[src/common/rsc_pkg.sv]
// Purpose: Shared constants and types for the reset strap capture block
// Assumes: 40 MHz pclk, 32-bit APB with byte addresses
// Notes: Level codes are formed from two samples of each configuration pin
package rsc_pkg;

  // ****************************************************************
  // Clock and timing
  // ****************************************************************
  localparam int CLK_PERIOD_NS = 25;
  localparam int SETTLE_NS = 200;
  localparam int SETTLE_CYC = (SETTLE_NS + CLK_PERIOD_NS - 1) / CLK_PERIOD_NS;
  localparam int SYNC_STAGES = 2;
  localparam logic [4:0] PHASE_LAST = 5'(SETTLE_CYC + SYNC_STAGES);
  localparam int SYNC_W = 8;

  // ****************************************************************
  // APB register map
  // ****************************************************************
  localparam logic [7:0] ADDR_STATUS = 8'h00;
  localparam logic [7:0] ADDR_MGMT = 8'h04;
  localparam logic [7:0] ADDR_MODE = 8'h08;
  localparam logic [7:0] ADDR_LED = 8'h0c;

  // Status fields
  localparam int ST_REFCLK_POS = 0;
  localparam int ST_PLL_POS = 1;
  localparam int ST_MACCLK_POS = 2;
  localparam int ST_DONE_POS = 3;
  localparam int ST_PD_POS = 4;
  localparam int ST_PLLEN_POS = 5;
  localparam int ST_CODES_POS = 8;

  // Management register fields
  localparam int MGMT_ADDR_POS = 0;
  localparam int MGMT_PAUSE_POS = 3;

  // Mode register fields
  localparam int MODE_BITS_POS = 0;
  localparam int MODE_CLKDIS_POS = 4;

  // LED control fields
  localparam int LED_EN_POS = 0;
  localparam int LED_TEST_POS = 1;

  // Values after reset
  localparam logic [2:0] MGMT_ADDR_RST = 3'h0;
  localparam logic PAUSE_RST = 1'b0;
  localparam logic [3:0] MODE_BITS_RST = 4'h0;
  localparam logic CLKDIS_RST = 1'b0;
  localparam logic LED_EN_RST = 1'b1;
  localparam logic LED_TEST_RST = 1'b0;

  // ****************************************************************
  // Encodings
  // ****************************************************************
  localparam logic [1:0] LVL_GND = 2'h0;
  localparam logic [1:0] LVL_FAST = 2'h1;
  localparam logic [1:0] LVL_GIG = 2'h2;
  localparam logic [1:0] LVL_SUPPLY = 2'h3;

  localparam logic [1:0] SPD_SLOW = 2'h0;
  localparam logic [1:0] SPD_FAST = 2'h1;
  localparam logic [1:0] SPD_GIG = 2'h2;

  typedef enum logic [1:0] {
    CAP_RELEASE = 2'b00,
    CAP_DRIVE_A = 2'b01,
    CAP_DRIVE_B = 2'b10,
    CAP_DONE = 2'b11
  } rsc_state_type;

  // Sample a taken with fast LED high, sample b with gig LED high
  function automatic logic [1:0] rsc_level_code(input logic smp_a, input logic smp_b);
    rsc_level_code = {smp_b, smp_a};
  endfunction

endpackage

[src/verilog/rsc_sync.sv]
// Purpose: Two-stage synchroniser for pin inputs
// Assumes: Inputs are asynchronous to pclk
// Notes: First stage feeds only the second stage
`timescale 1ns/100ps
module rsc_sync
  import rsc_pkg::*;
(
  input wire logic pclk,
  input wire logic presetn,
  input wire logic [SYNC_W-1:0] async_in,
  output logic [SYNC_W-1:0] sync_out
);

  logic [SYNC_W-1:0] meta_ff;
  logic [SYNC_W-1:0] sync_ff;

  always_ff @(posedge pclk or negedge presetn) begin
    if (!presetn) begin
      meta_ff <= '0;
      sync_ff <= '0;
    end else begin
      meta_ff <= async_in;
      sync_ff <= meta_ff;
    end
  end

  assign sync_out = sync_ff;

endmodule

[src/verilog/rsc_level_decode.sv]
// Purpose: Turns two samples of each configuration pin into a level code
// Assumes: Pin levels are already synchronised
// Notes: GND 00, fast LED 01, gig LED 10, supply 11
`timescale 1ns/100ps
module rsc_level_decode
  import rsc_pkg::*;
(
  input wire logic pclk,
  input wire logic presetn,
  input wire logic [3:0] pin_lvl,
  input wire logic grab_a,
  input wire logic grab_b,
  output logic [7:0] level_codes
);

  logic [3:0] smp_a_ff;
  logic [7:0] codes_ff;

  always_ff @(posedge pclk or negedge presetn) begin
    if (!presetn) begin
      smp_a_ff <= '0;
    end else if (grab_a) begin
      smp_a_ff <= pin_lvl;
    end
  end

  always_ff @(posedge pclk or negedge presetn) begin
    if (!presetn) begin
      codes_ff <= '0;
    end else if (grab_b) begin
      for (int i = 0; i < 4; i++) begin
        codes_ff[2*i +: 2] <= rsc_level_code(smp_a_ff[i], pin_lvl[i]);
      end
    end
  end

  assign level_codes = codes_ff;

endmodule

[src/verilog/rsc_strap_top.sv]
// Purpose: Captures straps and four-level configuration pins after reset
// Assumes: presetn is the hardware reset; link status comes from pclk logic
// Notes: Strap values hold until the next reset; presets stay writable
// Notes on behaviour
// - capture all straps at reset, hold them
// - refclk strap high selects 125MHz, else 25MHz
// - pll strap high keeps PLL during powerdown
// - config zero sets management address bits 1:0
// - config one sets pause and address bit 2
// - config two sets operating mode bits 1:0
// - config three sets clock disable, mode bit 3
// - drive 10, 100, 1000 link and activity LEDs
// - mac clock strap high 25MHz, low 125MHz
// - powerdown input enters powerdown, PLL per strap
//
// Local design decisions: the placing of the registers and the APB register port.
`timescale 1ns/100ps
module rsc_strap_top
  import rsc_pkg::*;
(
  input wire logic pclk,
  input wire logic presetn,
  input wire logic psel,
  input wire logic penable,
  input wire logic pwrite,
  input wire logic [7:0] paddr,
  input wire logic [31:0] pwdata,
  output logic [31:0] prdata,
  output logic pready,
  output logic pslverr,
  input wire logic cfg_in_zero,
  input wire logic cfg_in_one,
  input wire logic cfg_in_two,
  input wire logic cfg_in_three,
  input wire logic mac_clkout_freq_strap,
  input wire logic hw_powerdown_in,
  input wire logic link_up,
  input wire logic [1:0] link_speed,
  input wire logic link_activity,
  input wire logic link_led_slow_in,
  output logic link_led_slow_out,
  output logic link_led_slow_oe_n,
  input wire logic link_led_fast_in,
  output logic link_led_fast_out,
  output logic link_led_fast_oe_n,
  output logic link_led_gig,
  output logic activity_led,
  output logic refclk_125_sel,
  output logic mac_clkout_125_sel,
  output logic pll_enable,
  output logic powerdown_active,
  output logic [2:0] mgmt_port_addr,
  output logic pause_adv,
  output logic [3:0] op_mode_bits,
  output logic clkout_disable_bit,
  output logic cfg_valid
);

  // ****************************************************************
  // Declarations
  // ****************************************************************
  logic [SYNC_W-1:0] pin_sync;
  logic [7:0] level_codes;
  rsc_state_type state_ff;
  rsc_state_type nxt_state;
  logic [4:0] phase_cnt_ff;
  logic phase_end;
  logic grab_strap;
  logic grab_a;
  logic grab_b;
  logic load_preset_ff;
  logic done_ff;
  logic refclk_strap_ff;
  logic pll_strap_ff;
  logic mac_strap_ff;
  logic pd_active_ff;
  logic pll_en_ff;
  logic [2:0] mgmt_addr_ff;
  logic pause_ff;
  logic [3:0] mode_bits_ff;
  logic clkdis_ff;
  logic led_en_ff;
  logic led_test_ff;
  logic slow_out_ff;
  logic slow_oe_n_ff;
  logic fast_out_ff;
  logic fast_oe_n_ff;
  logic gig_out_ff;
  logic act_out_ff;
  logic [31:0] prdata_ff;
  logic pslverr_ff;
  logic setup_ph;
  logic wr_acc;
  logic mapped;
  logic [31:0] rd_mux;

  // ****************************************************************
  // Pin synchronisers
  // ****************************************************************
  rsc_sync u_sync (
    .pclk(pclk),
    .presetn(presetn),
    .async_in({hw_powerdown_in, mac_clkout_freq_strap, link_led_fast_in,
               link_led_slow_in, cfg_in_three, cfg_in_two, cfg_in_one, cfg_in_zero}),
    .sync_out(pin_sync)
  );

  // ****************************************************************
  // Capture sequencer
  // ****************************************************************
  // Each phase waits for the pins to settle and pass the synchroniser
  assign phase_end = (phase_cnt_ff == PHASE_LAST);
  assign grab_strap = (state_ff == CAP_RELEASE) && phase_end;
  assign grab_a = (state_ff == CAP_DRIVE_A) && phase_end;
  assign grab_b = (state_ff == CAP_DRIVE_B) && phase_end;

  always_comb begin
    nxt_state = state_ff;
    unique case (state_ff)
      CAP_RELEASE: begin
        if (phase_end) begin
          nxt_state = CAP_DRIVE_A;
        end
      end
      CAP_DRIVE_A: begin
        if (phase_end) begin
          nxt_state = CAP_DRIVE_B;
        end
      end
      CAP_DRIVE_B: begin
        if (phase_end) begin
          nxt_state = CAP_DONE;
        end
      end
      CAP_DONE: begin
        nxt_state = CAP_DONE;
      end
    endcase
  end

  always_ff @(posedge pclk or negedge presetn) begin
    if (!presetn) begin
      state_ff <= CAP_RELEASE;
    end else begin
      state_ff <= nxt_state;
    end
  end

  always_ff @(posedge pclk or negedge presetn) begin
    if (!presetn) begin
      phase_cnt_ff <= 5'h0;
    end else if (phase_end || state_ff == CAP_DONE) begin
      phase_cnt_ff <= 5'h0;
    end else begin
      phase_cnt_ff <= phase_cnt_ff + 5'h1;
    end
  end

  always_ff @(posedge pclk or negedge presetn) begin
    if (!presetn) begin
      load_preset_ff <= 1'b0;
      done_ff <= 1'b0;
    end else begin
      load_preset_ff <= grab_b;
      if (load_preset_ff) begin
        done_ff <= 1'b1;
      end
    end
  end

  // ****************************************************************
  // Two-level straps
  // ****************************************************************
  always_ff @(posedge pclk or negedge presetn) begin
    if (!presetn) begin
      refclk_strap_ff <= 1'b0;
      pll_strap_ff <= 1'b0;
      mac_strap_ff <= 1'b0;
    end else if (grab_strap) begin
      refclk_strap_ff <= pin_sync[4];
      pll_strap_ff <= pin_sync[5];
      mac_strap_ff <= pin_sync[6];
    end
  end

  // ****************************************************************
  // Four-level configuration inputs
  // ****************************************************************
  rsc_level_decode u_decode (
    .pclk(pclk),
    .presetn(presetn),
    .pin_lvl(pin_sync[3:0]),
    .grab_a(grab_a),
    .grab_b(grab_b),
    .level_codes(level_codes)
  );

  // ****************************************************************
  // Hardware power-down
  // ****************************************************************
  always_ff @(posedge pclk or negedge presetn) begin
    if (!presetn) begin
      pd_active_ff <= 1'b0;
      pll_en_ff <= 1'b1;
    end else begin
      pd_active_ff <= pin_sync[7] && done_ff;
      pll_en_ff <= !(pin_sync[7] && done_ff && !pll_strap_ff);
    end
  end

  // ****************************************************************
  // APB slave
  // ****************************************************************
  assign setup_ph = psel && !penable;
  assign mapped = (paddr == ADDR_STATUS) || (paddr == ADDR_MGMT) ||
                  (paddr == ADDR_MODE) || (paddr == ADDR_LED);
  assign wr_acc = psel && penable && pwrite && mapped;

  always_comb begin
    rd_mux = 32'h0;
    unique case (paddr)
      ADDR_STATUS: begin
        rd_mux[ST_REFCLK_POS] = refclk_strap_ff;
        rd_mux[ST_PLL_POS] = pll_strap_ff;
        rd_mux[ST_MACCLK_POS] = mac_strap_ff;
        rd_mux[ST_DONE_POS] = done_ff;
        rd_mux[ST_PD_POS] = pd_active_ff;
        rd_mux[ST_PLLEN_POS] = pll_en_ff;
        rd_mux[ST_CODES_POS +: 8] = level_codes;
      end
      ADDR_MGMT: begin
        rd_mux[MGMT_ADDR_POS +: 3] = mgmt_addr_ff;
        rd_mux[MGMT_PAUSE_POS] = pause_ff;
      end
      ADDR_MODE: begin
        rd_mux[MODE_BITS_POS +: 4] = mode_bits_ff;
        rd_mux[MODE_CLKDIS_POS] = clkdis_ff;
      end
      ADDR_LED: begin
        rd_mux[LED_EN_POS] = led_en_ff;
        rd_mux[LED_TEST_POS] = led_test_ff;
      end
      default: begin
        rd_mux = 32'h0;
      end
    endcase
  end

  // Read data and error are fixed in the setup cycle for a zero-wait access
  always_ff @(posedge pclk or negedge presetn) begin
    if (!presetn) begin
      prdata_ff <= 32'h0;
      pslverr_ff <= 1'b0;
    end else if (setup_ph) begin
      prdata_ff <= pwrite ? 32'h0 : rd_mux;
      pslverr_ff <= !mapped;
    end
  end

  // ****************************************************************
  // Preset registers, loaded from the decoded levels, and the LED control register
  // ****************************************************************
  always_ff @(posedge pclk or negedge presetn) begin
    if (!presetn) begin
      mgmt_addr_ff <= MGMT_ADDR_RST;
      pause_ff <= PAUSE_RST;
    end else if (load_preset_ff) begin
      mgmt_addr_ff[1:0] <= level_codes[1:0];
      mgmt_addr_ff[2] <= level_codes[2];
      pause_ff <= level_codes[3];
    end else if (wr_acc && paddr == ADDR_MGMT) begin
      mgmt_addr_ff <= pwdata[MGMT_ADDR_POS +: 3];
      pause_ff <= pwdata[MGMT_PAUSE_POS];
    end
  end

  always_ff @(posedge pclk or negedge presetn) begin
    if (!presetn) begin
      mode_bits_ff <= MODE_BITS_RST;
      clkdis_ff <= CLKDIS_RST;
    end else if (load_preset_ff) begin
      mode_bits_ff[1:0] <= level_codes[5:4];
      mode_bits_ff[3] <= level_codes[6];
      clkdis_ff <= level_codes[7];
    end else if (wr_acc && paddr == ADDR_MODE) begin
      mode_bits_ff <= pwdata[MODE_BITS_POS +: 4];
      clkdis_ff <= pwdata[MODE_CLKDIS_POS];
    end
  end

  always_ff @(posedge pclk or negedge presetn) begin
    if (!presetn) begin
      led_en_ff <= LED_EN_RST;
      led_test_ff <= LED_TEST_RST;
    end else if (wr_acc && paddr == ADDR_LED) begin
      led_en_ff <= pwdata[LED_EN_POS];
      led_test_ff <= pwdata[LED_TEST_POS];
    end
  end

  // ****************************************************************
  // LED drivers
  // ****************************************************************
  // Strap LEDs float in the release phase; fast and gig form the test pattern
  always_ff @(posedge pclk or negedge presetn) begin
    if (!presetn) begin
      slow_out_ff <= 1'b0;
      slow_oe_n_ff <= 1'b1;
      fast_out_ff <= 1'b0;
      fast_oe_n_ff <= 1'b1;
      gig_out_ff <= 1'b0;
      act_out_ff <= 1'b0;
    end else begin
      unique case (nxt_state)
        CAP_RELEASE: begin
          slow_out_ff <= 1'b0;
          slow_oe_n_ff <= 1'b1;
          fast_out_ff <= 1'b0;
          fast_oe_n_ff <= 1'b1;
          gig_out_ff <= 1'b0;
          act_out_ff <= 1'b0;
        end
        CAP_DRIVE_A: begin
          slow_out_ff <= 1'b0;
          slow_oe_n_ff <= 1'b1;
          fast_out_ff <= 1'b1;
          fast_oe_n_ff <= 1'b0;
          gig_out_ff <= 1'b0;
          act_out_ff <= 1'b0;
        end
        CAP_DRIVE_B: begin
          slow_out_ff <= 1'b0;
          slow_oe_n_ff <= 1'b1;
          fast_out_ff <= 1'b0;
          fast_oe_n_ff <= 1'b0;
          gig_out_ff <= 1'b1;
          act_out_ff <= 1'b0;
        end
        CAP_DONE: begin
          slow_oe_n_ff <= 1'b0;
          fast_oe_n_ff <= 1'b0;
          slow_out_ff <= led_test_ff ||
                         (led_en_ff && link_up && link_speed == SPD_SLOW);
          fast_out_ff <= led_test_ff ||
                         (led_en_ff && link_up && link_speed == SPD_FAST);
          gig_out_ff <= led_test_ff ||
                        (led_en_ff && link_up && link_speed == SPD_GIG);
          act_out_ff <= led_test_ff || (led_en_ff && link_up && link_activity);
        end
      endcase
    end
  end

  // ****************************************************************
  // Outputs
  // ****************************************************************
  assign prdata = prdata_ff;
  assign pready = 1'b1;
  assign pslverr = pslverr_ff;
  assign link_led_slow_out = slow_out_ff;
  assign link_led_slow_oe_n = slow_oe_n_ff;
  assign link_led_fast_out = fast_out_ff;
  assign link_led_fast_oe_n = fast_oe_n_ff;
  assign link_led_gig = gig_out_ff;
  assign activity_led = act_out_ff;
  assign refclk_125_sel = refclk_strap_ff;
  assign mac_clkout_125_sel = !mac_strap_ff;
  assign pll_enable = pll_en_ff;
  assign powerdown_active = pd_active_ff;
  assign mgmt_port_addr = mgmt_addr_ff;
  assign pause_adv = pause_ff;
  assign op_mode_bits = mode_bits_ff;
  assign clkout_disable_bit = clkdis_ff;
  assign cfg_valid = done_ff;

endmodule

[config.mk]
export PLATFORM = sky130hd
export DESIGN_NAME = rsc_strap_top
export DESIGN_NICKNAME = d
export VERILOG_FILES = /design/src/common/rsc_pkg.sv /design/src/verilog/rsc_sync.sv /design/src/verilog/rsc_level_decode.sv /design/src/verilog/rsc_strap_top.sv
export SDC_FILE = /design/constraint.sdc
export NUM_CORES = 1
export LEC_CHECK = 0
export ABC_AREA = 1
export BUFFER_PORTS_ARGS = -buffer_cell sky130_fd_sc_hd__buf_2
export CELL_PAD_IN_SITES_DETAIL_PLACEMENT = 1
export CELL_PAD_IN_SITES_GLOBAL_PLACEMENT = 1
export CORE_ASPECT_RATIO = 2
export CORE_MARGIN = 2
export CORE_UTILIZATION = 39
export CTS_CLUSTER_SIZE = 12
export DETAILED_ROUTE_END_ITERATION = 8
export PLACE_DENSITY = 0.83
export SLEW_MARGIN = 5
export SYNTH_ARGS = -nofsm -noshare
export SYNTH_HDL_FRONTEND = slang
export SYNTH_SLANG_ARGS = --single-unit
[constraint.sdc]
create_clock -name pclk -period 3.8 [get_ports pclk]
set_clock_uncertainty 0.15 [all_clocks]
set_input_delay 0.57 -clock pclk [delete_from_list [all_inputs] [get_ports pclk]]
set_output_delay 0.57 -clock pclk [all_outputs]
set_load 0.01 [all_outputs]
==> results of run 1 <==
[kinds of logic (layout without fill, tap and decap cells)]
kind of cell             count (synthesis)  count (layout)  share of synthesized area (%)
XOR/XNOR                                 3               3                          0.846
buffers and inverters                   54             112                           9.11
flip-flops                              74              74                           59.8
other                                    2              19                          0.242
adder cells (fa/ha/maj)                  2               2                          0.806
AO/OA/AOI/OAI                           31              31                           6.41
AND/OR/NAND/NOR                        162             162                           22.8
[routing by layer]
metal	track usage [%]	wire, µm
met1	19.7	2760
met2	31.2	3860
met3	3.62	398
met4	9.36	194
met5	0	0
[worst max-delay path, cell delays in order (launching register included)]
cell and delay, ns:
sky130_fd_sc_hd__dfrtp_1 0.41, sky130_fd_sc_hd__inv_1 0.08, sky130_fd_sc_hd__ha_1 0.15, sky130_fd_sc_hd__nand2_1 0.09, sky130_fd_sc_hd__nor3_4 0.22, sky130_fd_sc_hd__nand3_1 0.47
sky130_fd_sc_hd__inv_1 0.29, sky130_fd_sc_hd__nand2_1 0.08, sky130_fd_sc_hd__nand2_1 0.06
[flip-flops by register name (all words and copies together) (netlist names), 3 cells and up]
signal	flops
u_sync.sync_out	8
mgmt_port_addr	3
prdata	14
u_decode.level_codes	8
u_decode.smp_a_ff	4
u_sync.meta_ff	8
phase_cnt_ff	5
op_mode_bits	4
[cell usage in the layout, fill, tap and decap left out, drive strengths merged, types with 2 or more instances in the layout]
cell type   n
clkbuf     15
ha          2
or2         3
nand3      39
o211ai      7
nor3        2
conb       19
a21oi       5
nand2      95
a31oi       2
nor2       22
dfrtp      70
dfstp       4
o21ai      15
inv        29
xor2        2
buf        66
[where the power goes]
group / internal, mW / leakage, nW / switching (mW)
logic: 0.0308 / 0.967 / 0.0619
registers: 0.814 / 0.881 / 0.0164
clock network: 0.580 / 0.156 / 0.300
total: 1.42 / 2.00 / 0.378
[area by class of cell]
cell class	count	area (µm²)	share of cell area, %
sequential	74	1860	49.1
clock buffer	15	288	7.62
inverter	29	109	2.88
tap	96	120	3.18
clock inverter	1	30.0	0.795
multi-input combinational	217	1030	27.3
timing repair buffer	67	345	9.14
[path summary, 6_finish.rpt]
| path | start | end | cells past startpoint |
|---|---|---|---|
| hold / removal | cfg_in_two | u_sync.meta_ff[2] | 1 |
| min in group asynchronous | presetn | phase_cnt_ff[4] | 2 |
| setup reg to reg | phase_cnt_ff[0] | u_decode.level_codes[6] | 8 |
| hold reg to reg | u_sync.meta_ff[4] | u_sync.sync_out[4] | 0 |
| max in group asynchronous | presetn | u_sync.sync_out[7] | 3 |
| setup / recovery | phase_cnt_ff[0] | u_decode.level_codes[6] | 8 |
[through the flow]
stage | std cells | cell area (µm²) | hold WS [ns] | total power, mW
2_1_floorplan | 345 | 3170 | 0.124 | 0.895
3_3_place_gp | 482 | 3450 | 0.182 | 0.931
3_5_place_dp | 482 | 3450 | 0.186 | 0.937
4_1_cts | 499 | 3780 | 0.180 | 1.83
5_1_grt | 499 | 3780 | 0.184 | 1.87
6_report | 499 | 3780 | 0.193 | 1.80
[what timing repair did]
item	CTS	global route
hold buffers	1	0
hold endpoints to repair	11	0
endpoints found under the setup margin	0	0
setup buffers	0	0
==> impl_metrics.ini, run 1 <==
[clocking]
clock_latency_ns = 0.33
cts_max_path_buffers = 2
post_cts.resized_instances = 0
worst_setup_hold_path_clk_slew_ns = 0.06
h-tree-depth = 3
root_buffer = sky130_fd_sc_hd__clkbuf_16
cts_tree = yes
clkSinkCount = 74
cts_buffers = 9

[floorplanning]
io_pins = 111
die_span_y_um = 130
die-area_um2 = 8740
placementRows = 46
initial_utilization_pct = 39.7
core_area_um2 = 7830
die-width_um = 67.1

[timing]
timing.final.crit_share_pct = 54.5
timing.final.max_slew_violations = 0
max_clock_freq_ghz = 0.483
period_minus_slack_ns = 2.07
setup_viol = 0
finalWorstSetupSlack_ns = 1.73
max-slew-margin-rel_pct = 60.1
setup-tns-final_ns = 0
rsz0062_at_grt = false
report.final.hold_viol_count = 0
tightestPinTransition_ns = 0.592

[synthesis]
netlist_area_um2 = 3110
postSynth.asyncResetShare_pct = 100
synth_flop_cell = sky130_fd_sc_hd__dfrtp_1
synth_seq_cells = 74
synthDominantCellAreaShare_pct = 56.4
synthTopCellsByCount = 94 x sky130_fd_sc_hd__nand2_1, 70 x sky130_fd_sc_hd__dfrtp_1, 37 x sky130_fd_sc_hd__nand3_1
synthTopCellsByArea = sky130_fd_sc_hd__dfrtp_1 56%, sky130_fd_sc_hd__nand2_1 11%, sky130_fd_sc_hd__nand3_1 6.0%, sky130_fd_sc_hd__buf_4 5.1%, sky130_fd_sc_hd__inv_1 3.5%
most_common_cell_in_the_netlist = sky130_fd_sc_hd__nand2_1
synth_largest_area_cell = sky130_fd_sc_hd__dfrtp_1
edff_count_synth = 0
ys_warn_count = 0
seq_area_frac_synth_pct = 59.8
syn-mean-instance-area_um2 = 9.47
syn_inst = 328
synth.lib_cells_used.distinct = 29

[critical_path]
cp.required_ns = 3.92
crit_path_max_fanout = 13
reg2reg_setup_slack_ns = 1.73
worstSetupEndpointType = flip-flop
critical_path.startpoint_type = flip-flop
critical_path_arrival_ns = 2.19
worstSetupPathType = flip-flop to flip-flop

[global_route]
pin_count_of_the_biggest_net_entering_global_routing = 37
grt-ovfl-total = 0
first_global_vias = 2456
overall_track_demand_over_capacity_in_global_routing_pct = 17.8
antenna_found_initial = 0
wire_length_of_the_first_global_routing_pass_mm = 11.5

[detailed_routing]
routed_via_density = 4.81
route.detailed.drc = 0
route.vias.total = 2398
postRouteAntennaNets = 0
route.final.wire_length_mm = 7.21
first_pass_iters = 4
dr.first_iter.drc_count = 90
route.detailed.wl_per_inst_um = 14.5

[pwr]
total_leakage_power_nw = 2.00
powerDensity_nw_per_um2 = 477
ir_drop_mv = 0.328

[placed_design]
io_buffers = 64
detailedPlacementHpwl_mm = 5.51
gpl.final_weighted_congestion = 0.834
dp_worst_setup_slack_ns = 1.70

[cells_and_area]
drive_gt1_share_pct = 25.3
diodes = 0
num-nets-final = 457
fin_util_pct = 48.3
final.fill_count = 952
synthToLayoutAreaGrowth_pct = 21.7

[worst_hold_path]
hp-class = primary input to flip-flop

[run_status]
status = finished, final reports clean

[flow_run]
cap_violations = 0
Power figures use the tool's default switching activity.
==> run 2, diff against run 1 <==
Settings changed: CORE_UTILIZATION 39 to 33, PLACE_DENSITY 0.83 to 0.75.
Clock period 3.8 ns to 1.8 ns, I/O delays scaled along.
==> impl_metrics.ini, run 2 (synthesized netlist as in run 1, its figures left out) <==
[run_status]
status = finished, final reports clean

[placed_design]
io_buffers = 64
place_area_um2 = 3520
detailedPlacementHpwl_mm = 5.69
gpl.final_weighted_congestion = 0.837
dp_worst_setup_slack_ns = 0.0820
dpl.cell_count = 496

[cells_and_area]
num-nets-final = 471
diodes = 0
post_layout_nonfiller_instances = 521
drive_gt1_share_pct = 26.1
layout_commonest_cell = sky130_fd_sc_hd__nand2_1
seq_area_um2 = 1860
final_cell_mix = 94 x sky130_fd_sc_hd__nand2_1, 70 x sky130_fd_sc_hd__dfrtp_1, 64 x sky130_fd_sc_hd__buf_2
final_cell_area_um2 = 3920
max_ffs_per_register = 14
final.fill_count = 1120
synthToLayoutAreaGrowth_pct = 26.1
multi_input_comb_area_um2 = 1030

[global_route]
gr-usage-met2_pct = 30.0
grt-ovfl-total = 0
grt.met1_usage_pct = 15.9
pin_count_of_the_biggest_net_entering_global_routing = 75
first_global_vias = 2571
wire_length_of_the_first_global_routing_pass_mm = 12.3
overall_track_demand_over_capacity_in_global_routing_pct = 15.9
antenna_found_initial = 0
gr-max-usage-layer = met2
grt_util_met3_pct = 3.79

[critical_path]
crit_chain = inv_1, ha_1, nand2_1, nor3_4, nand3_2, nand2_1, a21boi_2
worstSetupEndpointType = flip-flop
crit_path_max_fanout = 10
critical_path.startpoint_type = flip-flop
critical-path-max-stage-delay_ns = 0.40
crit_top_cell = sky130_fd_sc_hd__nand2_1
worstSetupPathType = flip-flop to flip-flop
critical_path_arrival_ns = 1.80
cp.required_ns = 1.90
critPathSlowestCell = sky130_fd_sc_hd__dfrtp_1

[timing]
max-slew-margin-rel_pct = 61.1
tightestPinTransition_ns = 0.577
finalWorstSetupSlack_ns = 0.105
max_clock_freq_ghz = 0.590
timing.final.max_slew_violations = 0
timing.final.crit_share_pct = 94.2
report.final.hold_viol_count = 0
rsz0062_at_grt = true
setup_viol = 0
period_minus_slack_ns = 1.70

[pwr]
total_leakage_power_nw = 2.07
total_power_mw = 3.79
powerDensity_nw_per_um2 = 967
ir_drop_mv = 0.626

[detailed_routing]
route.final.wire_length_mm = 7.46
routed_via_density = 4.68
dr.first_iter.drc_count = 108
route.detailed.wl_per_inst_um = 14.3
postRouteAntennaNets = 0
first_pass_iters = 4
route.detailed.drc = 0
route.vias.total = 2438

[clocking]
clock_latency_ns = 0.32
root_buffer = sky130_fd_sc_hd__clkbuf_16
cts_max_path_buffers = 2
post-cts-setup-buffers = 0
cts_buffers = 9
h-tree-depth = 3
cts_tree = yes
clkSinkCount = 74
worst_setup_hold_path_clk_slew_ns = 0.05

[floorplanning]
io_pins = 111
die-area_um2 = 10200
placementRows = 50
core_area_um2 = 9260
die_span_y_um = 141
initial_utilization_pct = 33.5
die-width_um = 72.6

[flow_run]
cap_violations = 0

[worst_hold_path]
hp-class = primary input to flip-flop
-- run 2: cell types whose count changed in the layout (fill, tap and decap cells not counted), sizes merged --
cell | before | now
clkbuf | 15 | 14
clkinv | 0 | 1
buf | 66 | 72
dlygate4sd3 | 1 | 9
-- run 2: timing repair --
action	in CTS	in global routing
resized for setup	0	1
setup endpoints to repair	0	6
hold buffers	9	0
hold endpoints to repair	78	0
-- run 2: power breakdown --
group | total, mW | switching (mW) | internal, mW
registers | 1.75 | 0.0331 | 1.72
logic | 0.215 | 0.134 | 0.0812
clock network | 1.82 | 0.636 | 1.18
total | 3.79 | 0.803 | 2.98
-- run 2: worst max-delay path: cells and delay by family (launching register included) --
family	cells	cell delay [ns]
flip-flops	1	0.40
buffers and inverters	1	0.07
AO/OA/AOI/OAI	1	0.17
AND/OR/NAND/NOR	4	0.68
adder cells (fa/ha/maj)	1	0.15
-- run 2: layout make-up --
type | count | share of cell area [%]
Clock buffer | 14 | 6.99
Sequential cell | 74 | 47.4
Inverter | 29 | 2.78
Clock inverter | 2 | 0.894
Multi-Input combinational cell | 217 | 26.3
Tap cell | 104 | 3.32
Timing Repair Buffer | 81 | 12.3
-- run 2: layer usage --
metal	wire [µm]	vias to the layer above
li1	-	1175
met1	2610	1196
met2	4440	58
met3	275	9
met4	134	0
met5	0	-
-- run 2: through the flow --
stage          util [%]  hold slack [ns]  setup TNS [ns]
6_report           42.3           0.0294               0
3_3_place_gp       38.0            0.175               0
5_1_grt            42.3           0.0387         -0.0545
2_1_floorplan         -           -0.176               0
4_1_cts            42.3           0.0206               0
3_5_place_dp       38.0            0.184               0
-- run 2: final timing paths --
path                              startpoint  cells after the start                  to  slack [ns]
max                          phase_cnt_ff[0]                      7        link_led_gig        0.10
min                                pwdata[2]                      3     op_mode_bits[2]        0.03
max reg2reg                  phase_cnt_ff[0]                      7        link_led_gig        0.10
min reg2reg                u_sync.meta_ff[0]                      0  u_sync.sync_out[0]        0.20
max in group asynchronous            presetn                      3          pll_enable        0.79
min in group asynchronous            presetn                      3        link_led_gig        0.34
==> run 3, diff against run 2 <==
Settings changed: ABC_AREA 1 to not set, CORE_UTILIZATION 33 to 34, PLACE_DENSITY 0.75 to 0.74.
==> impl_metrics.ini, run 3 <==
[run_status]
status = finished, final reports clean

[global_route]
grt-ovfl-total = 0
overall_track_demand_over_capacity_in_global_routing_pct = 15.7
antenna_found_initial = 0
wire_length_of_the_first_global_routing_pass_mm = 11.3
pin_count_of_the_biggest_net_entering_global_routing = 75
first_global_vias = 2260

[synthesis]
most_common_cell_in_the_netlist = sky130_fd_sc_hd__dfrtp_1
synth_largest_area_cell = sky130_fd_sc_hd__dfrtp_1
netlist_area_um2 = 3000
synthTopCellsByCount = 70 x sky130_fd_sc_hd__dfrtp_1, 19 x sky130_fd_sc_hd__buf_4, 17 x sky130_fd_sc_hd__mux2_2, 17 x sky130_fd_sc_hd__nand2_1, 14 x sky130_fd_sc_hd__a22o_1
synth_seq_cells = 74
synthTopCellsByArea = sky130_fd_sc_hd__dfrtp_1 58%, sky130_fd_sc_hd__mux2_2 6.4%, sky130_fd_sc_hd__buf_4 4.8%, sky130_fd_sc_hd__a22o_1 4.1%, sky130_fd_sc_hd__dfstp_2 3.5%
synth.lib_cells_used.distinct = 38
syn_inst = 233
postSynth.asyncResetShare_pct = 100
synthDominantCellAreaShare_pct = 58.4
syn-mean-instance-area_um2 = 12.9
ys_warn_count = 0
synth_flop_cell = sky130_fd_sc_hd__dfrtp_1
seq_area_frac_synth_pct = 61.9
edff_count_synth = 0

[timing]
max-slew-margin-rel_pct = 59.7
timing.final.max_slew_violations = 0
fin_worst_hold_slack_ns = 0.0575
max_clock_freq_ghz = 0.574
setup_viol = 0
tightestPinTransition_ns = 0.604
period_minus_slack_ns = 1.74
timing.final.crit_share_pct = 96.9
rsz0062_at_grt = true
finalWorstSetupSlack_ns = 0.0566
report.final.hold_viol_count = 0

[detailed_routing]
route.detailed.wl_per_inst_um = 16.8
routed_via_density = 4.82
dr.first_iter.drc_count = 101
route.detailed.drc = 0
first_pass_iters = 3
postRouteAntennaNets = 0
route.final.wire_length_mm = 7.16
route.vias.total = 2055

[clocking]
clock_latency_ns = 0.32
root_buffer = sky130_fd_sc_hd__clkbuf_16
cts_tree = yes
cts_buffers = 9
clkSinkCount = 74
cts_max_path_buffers = 2
worst_setup_hold_path_clk_slew_ns = 0.06
h-tree-depth = 3

[worst_hold_path]
min_to = led_test_ff
timing.hold.worst_path_depth = 2
holdCritStartpoint = pwdata[1]
hp-class = primary input to flip-flop

[placed_design]
detailedPlacementHpwl_mm = 5.16
io_buffers = 64
gpl.final_weighted_congestion = 0.811
dp_worst_setup_slack_ns = 0.0110

[floorplanning]
die-area_um2 = 9640
placementRows = 48
die-width_um = 70.4
initial_utilization_pct = 34.9
core_area_um2 = 8590
io_pins = 111
die_span_y_um = 137

[cells_and_area]
diodes = 0
max_ffs_per_register = 14
drive_gt1_share_pct = 37.7
final_cell_mix = 70 x sky130_fd_sc_hd__dfrtp_1, 64 x sky130_fd_sc_hd__buf_2, 19 x sky130_fd_sc_hd__conb_1
layout_commonest_cell = sky130_fd_sc_hd__dfrtp_1
num-nets-final = 380
synthToLayoutAreaGrowth_pct = 29.2

[pwr]
powerDensity_nw_per_um2 = 936
total_leakage_power_nw = 1.87
ir_drop_mv = 0.470

[critical_path]
cp.required_ns = 1.86
worstSetupEndpointType = flip-flop
worst_r2r_startpoint = phase_cnt_ff[0]
critical_path.startpoint_type = flip-flop
worstSetupPathType = flip-flop to flip-flop
crit_chain = inv_1, ha_2, nor4bb_4, buf_4, nand3b_1, buf_6, mux2_4
reg2reg_setup_slack_ns = 0.06
cell_count_of_the_worst_reg_to_reg_path = 7
critical_path_arrival_ns = 1.80
critPathSlowestCell = sky130_fd_sc_hd__dfrtp_1
regToRegEndpoint = u_decode.level_codes[0]
crit_path_max_fanout = 9
critical-path-max-stage-delay_ns = 0.37

[flow_run]
cap_violations = 0
## run 3: worst max-delay path by stage
stage | from | to | slack [ns] | depth (start not counted)
finish | phase_cnt_ff[0] | u_decode.level_codes[0] | 0.06 | 7
global route | phase_cnt_ff[0] | link_led_gig | -0.03 | 8
CTS | phase_cnt_ff[0] | u_decode.level_codes[0] | 0.0007 | 7
detailed placement | phase_cnt_ff[0] | u_decode.level_codes[0] | 0.01 | 7
global placement | phase_cnt_ff[0] | u_decode.level_codes[0] | 0.05 | 7
floorplan | phase_cnt_ff[0] | u_decode.level_codes[0] | -0.01 | 6
## run 3: final cells by class
cell class                      count  area [µm²]
Multi-Input combinational cell    142        1030
Tap cell                          100         125
Timing Repair Buffer               87         552
Inverter                            7        26.3
Sequential cell                    74        1860
Fill cell                         955        4710
Clock buffer                       16         282
## run 3: cell families after synthesis
| group | count (synthesis) | synth area share (%) |
|---|---|---|
| flip-flops | 74 | 61.9 |
| AND/OR/NAND/NOR | 63 | 12.2 |
| buffers and inverters | 34 | 6.71 |
| AO/OA/AOI/OAI | 33 | 8.38 |
| multiplexers | 22 | 8.88 |
| XOR/XNOR | 3 | 0.876 |
| adder cells (fa/ha/maj) | 2 | 0.834 |
| other | 2 | 0.250 |
## run 3: worst max-delay path, delay by kind of cell (launching register included)
| family | cells | cell delay (ns) |
|---|---|---|
| adders and majority gates | 1 | 0.17 |
| buffers and inverters | 3 | 0.39 |
| DFF | 1 | 0.37 |
| muxes | 1 | 0.29 |
| and+or+nand+nor | 2 | 0.26 |
## run 3: per-layer routing
metal  part of all wire [%]  routed length [µm]  vias up  global-route usage [%]
met3                    5.9                 420        8                    4.34
met5                      0                   0        -                       0
met2                     59                4210       60                    29.5
met1                     34                2400     1039                    15.6
met4                    1.7                 122        0                    7.16
li1                       -                   -      948                       -
## run 3: repair_timing
item,4_1_cts,5_1_grt
endpoints found under the hold margin,78,0
setup endpoints to repair,0,18
setup buffers,0,0
resized for setup,0,9
hold buffers,9,0
## run 3: report_power, final
part	internal, mW	switching, mW	leakage, nW
Combinational	0.0950	0.124	0.827
Clock	1.05	0.607	0.137
Sequential	1.72	0.0346	0.908
Total	2.86	0.766	1.87
## run 3: metrics by stage
step / std cells / util, % / setup TNS [ns] / total power [mW] / instance area, µm²
floorplan: 250 / - / -0.0118 / 1.90 / 3070
global placement: 401 / 40.4 / 0 / 1.98 / 3470
detailed placement: 401 / 40.4 / 0 / 1.99 / 3470
CTS: 426 / 44.7 / 0 / 3.67 / 3840
global route: 426 / 45.1 / -0.117 / 3.78 / 3880
finish: 426 / 45.1 / 0 / 3.63 / 3880
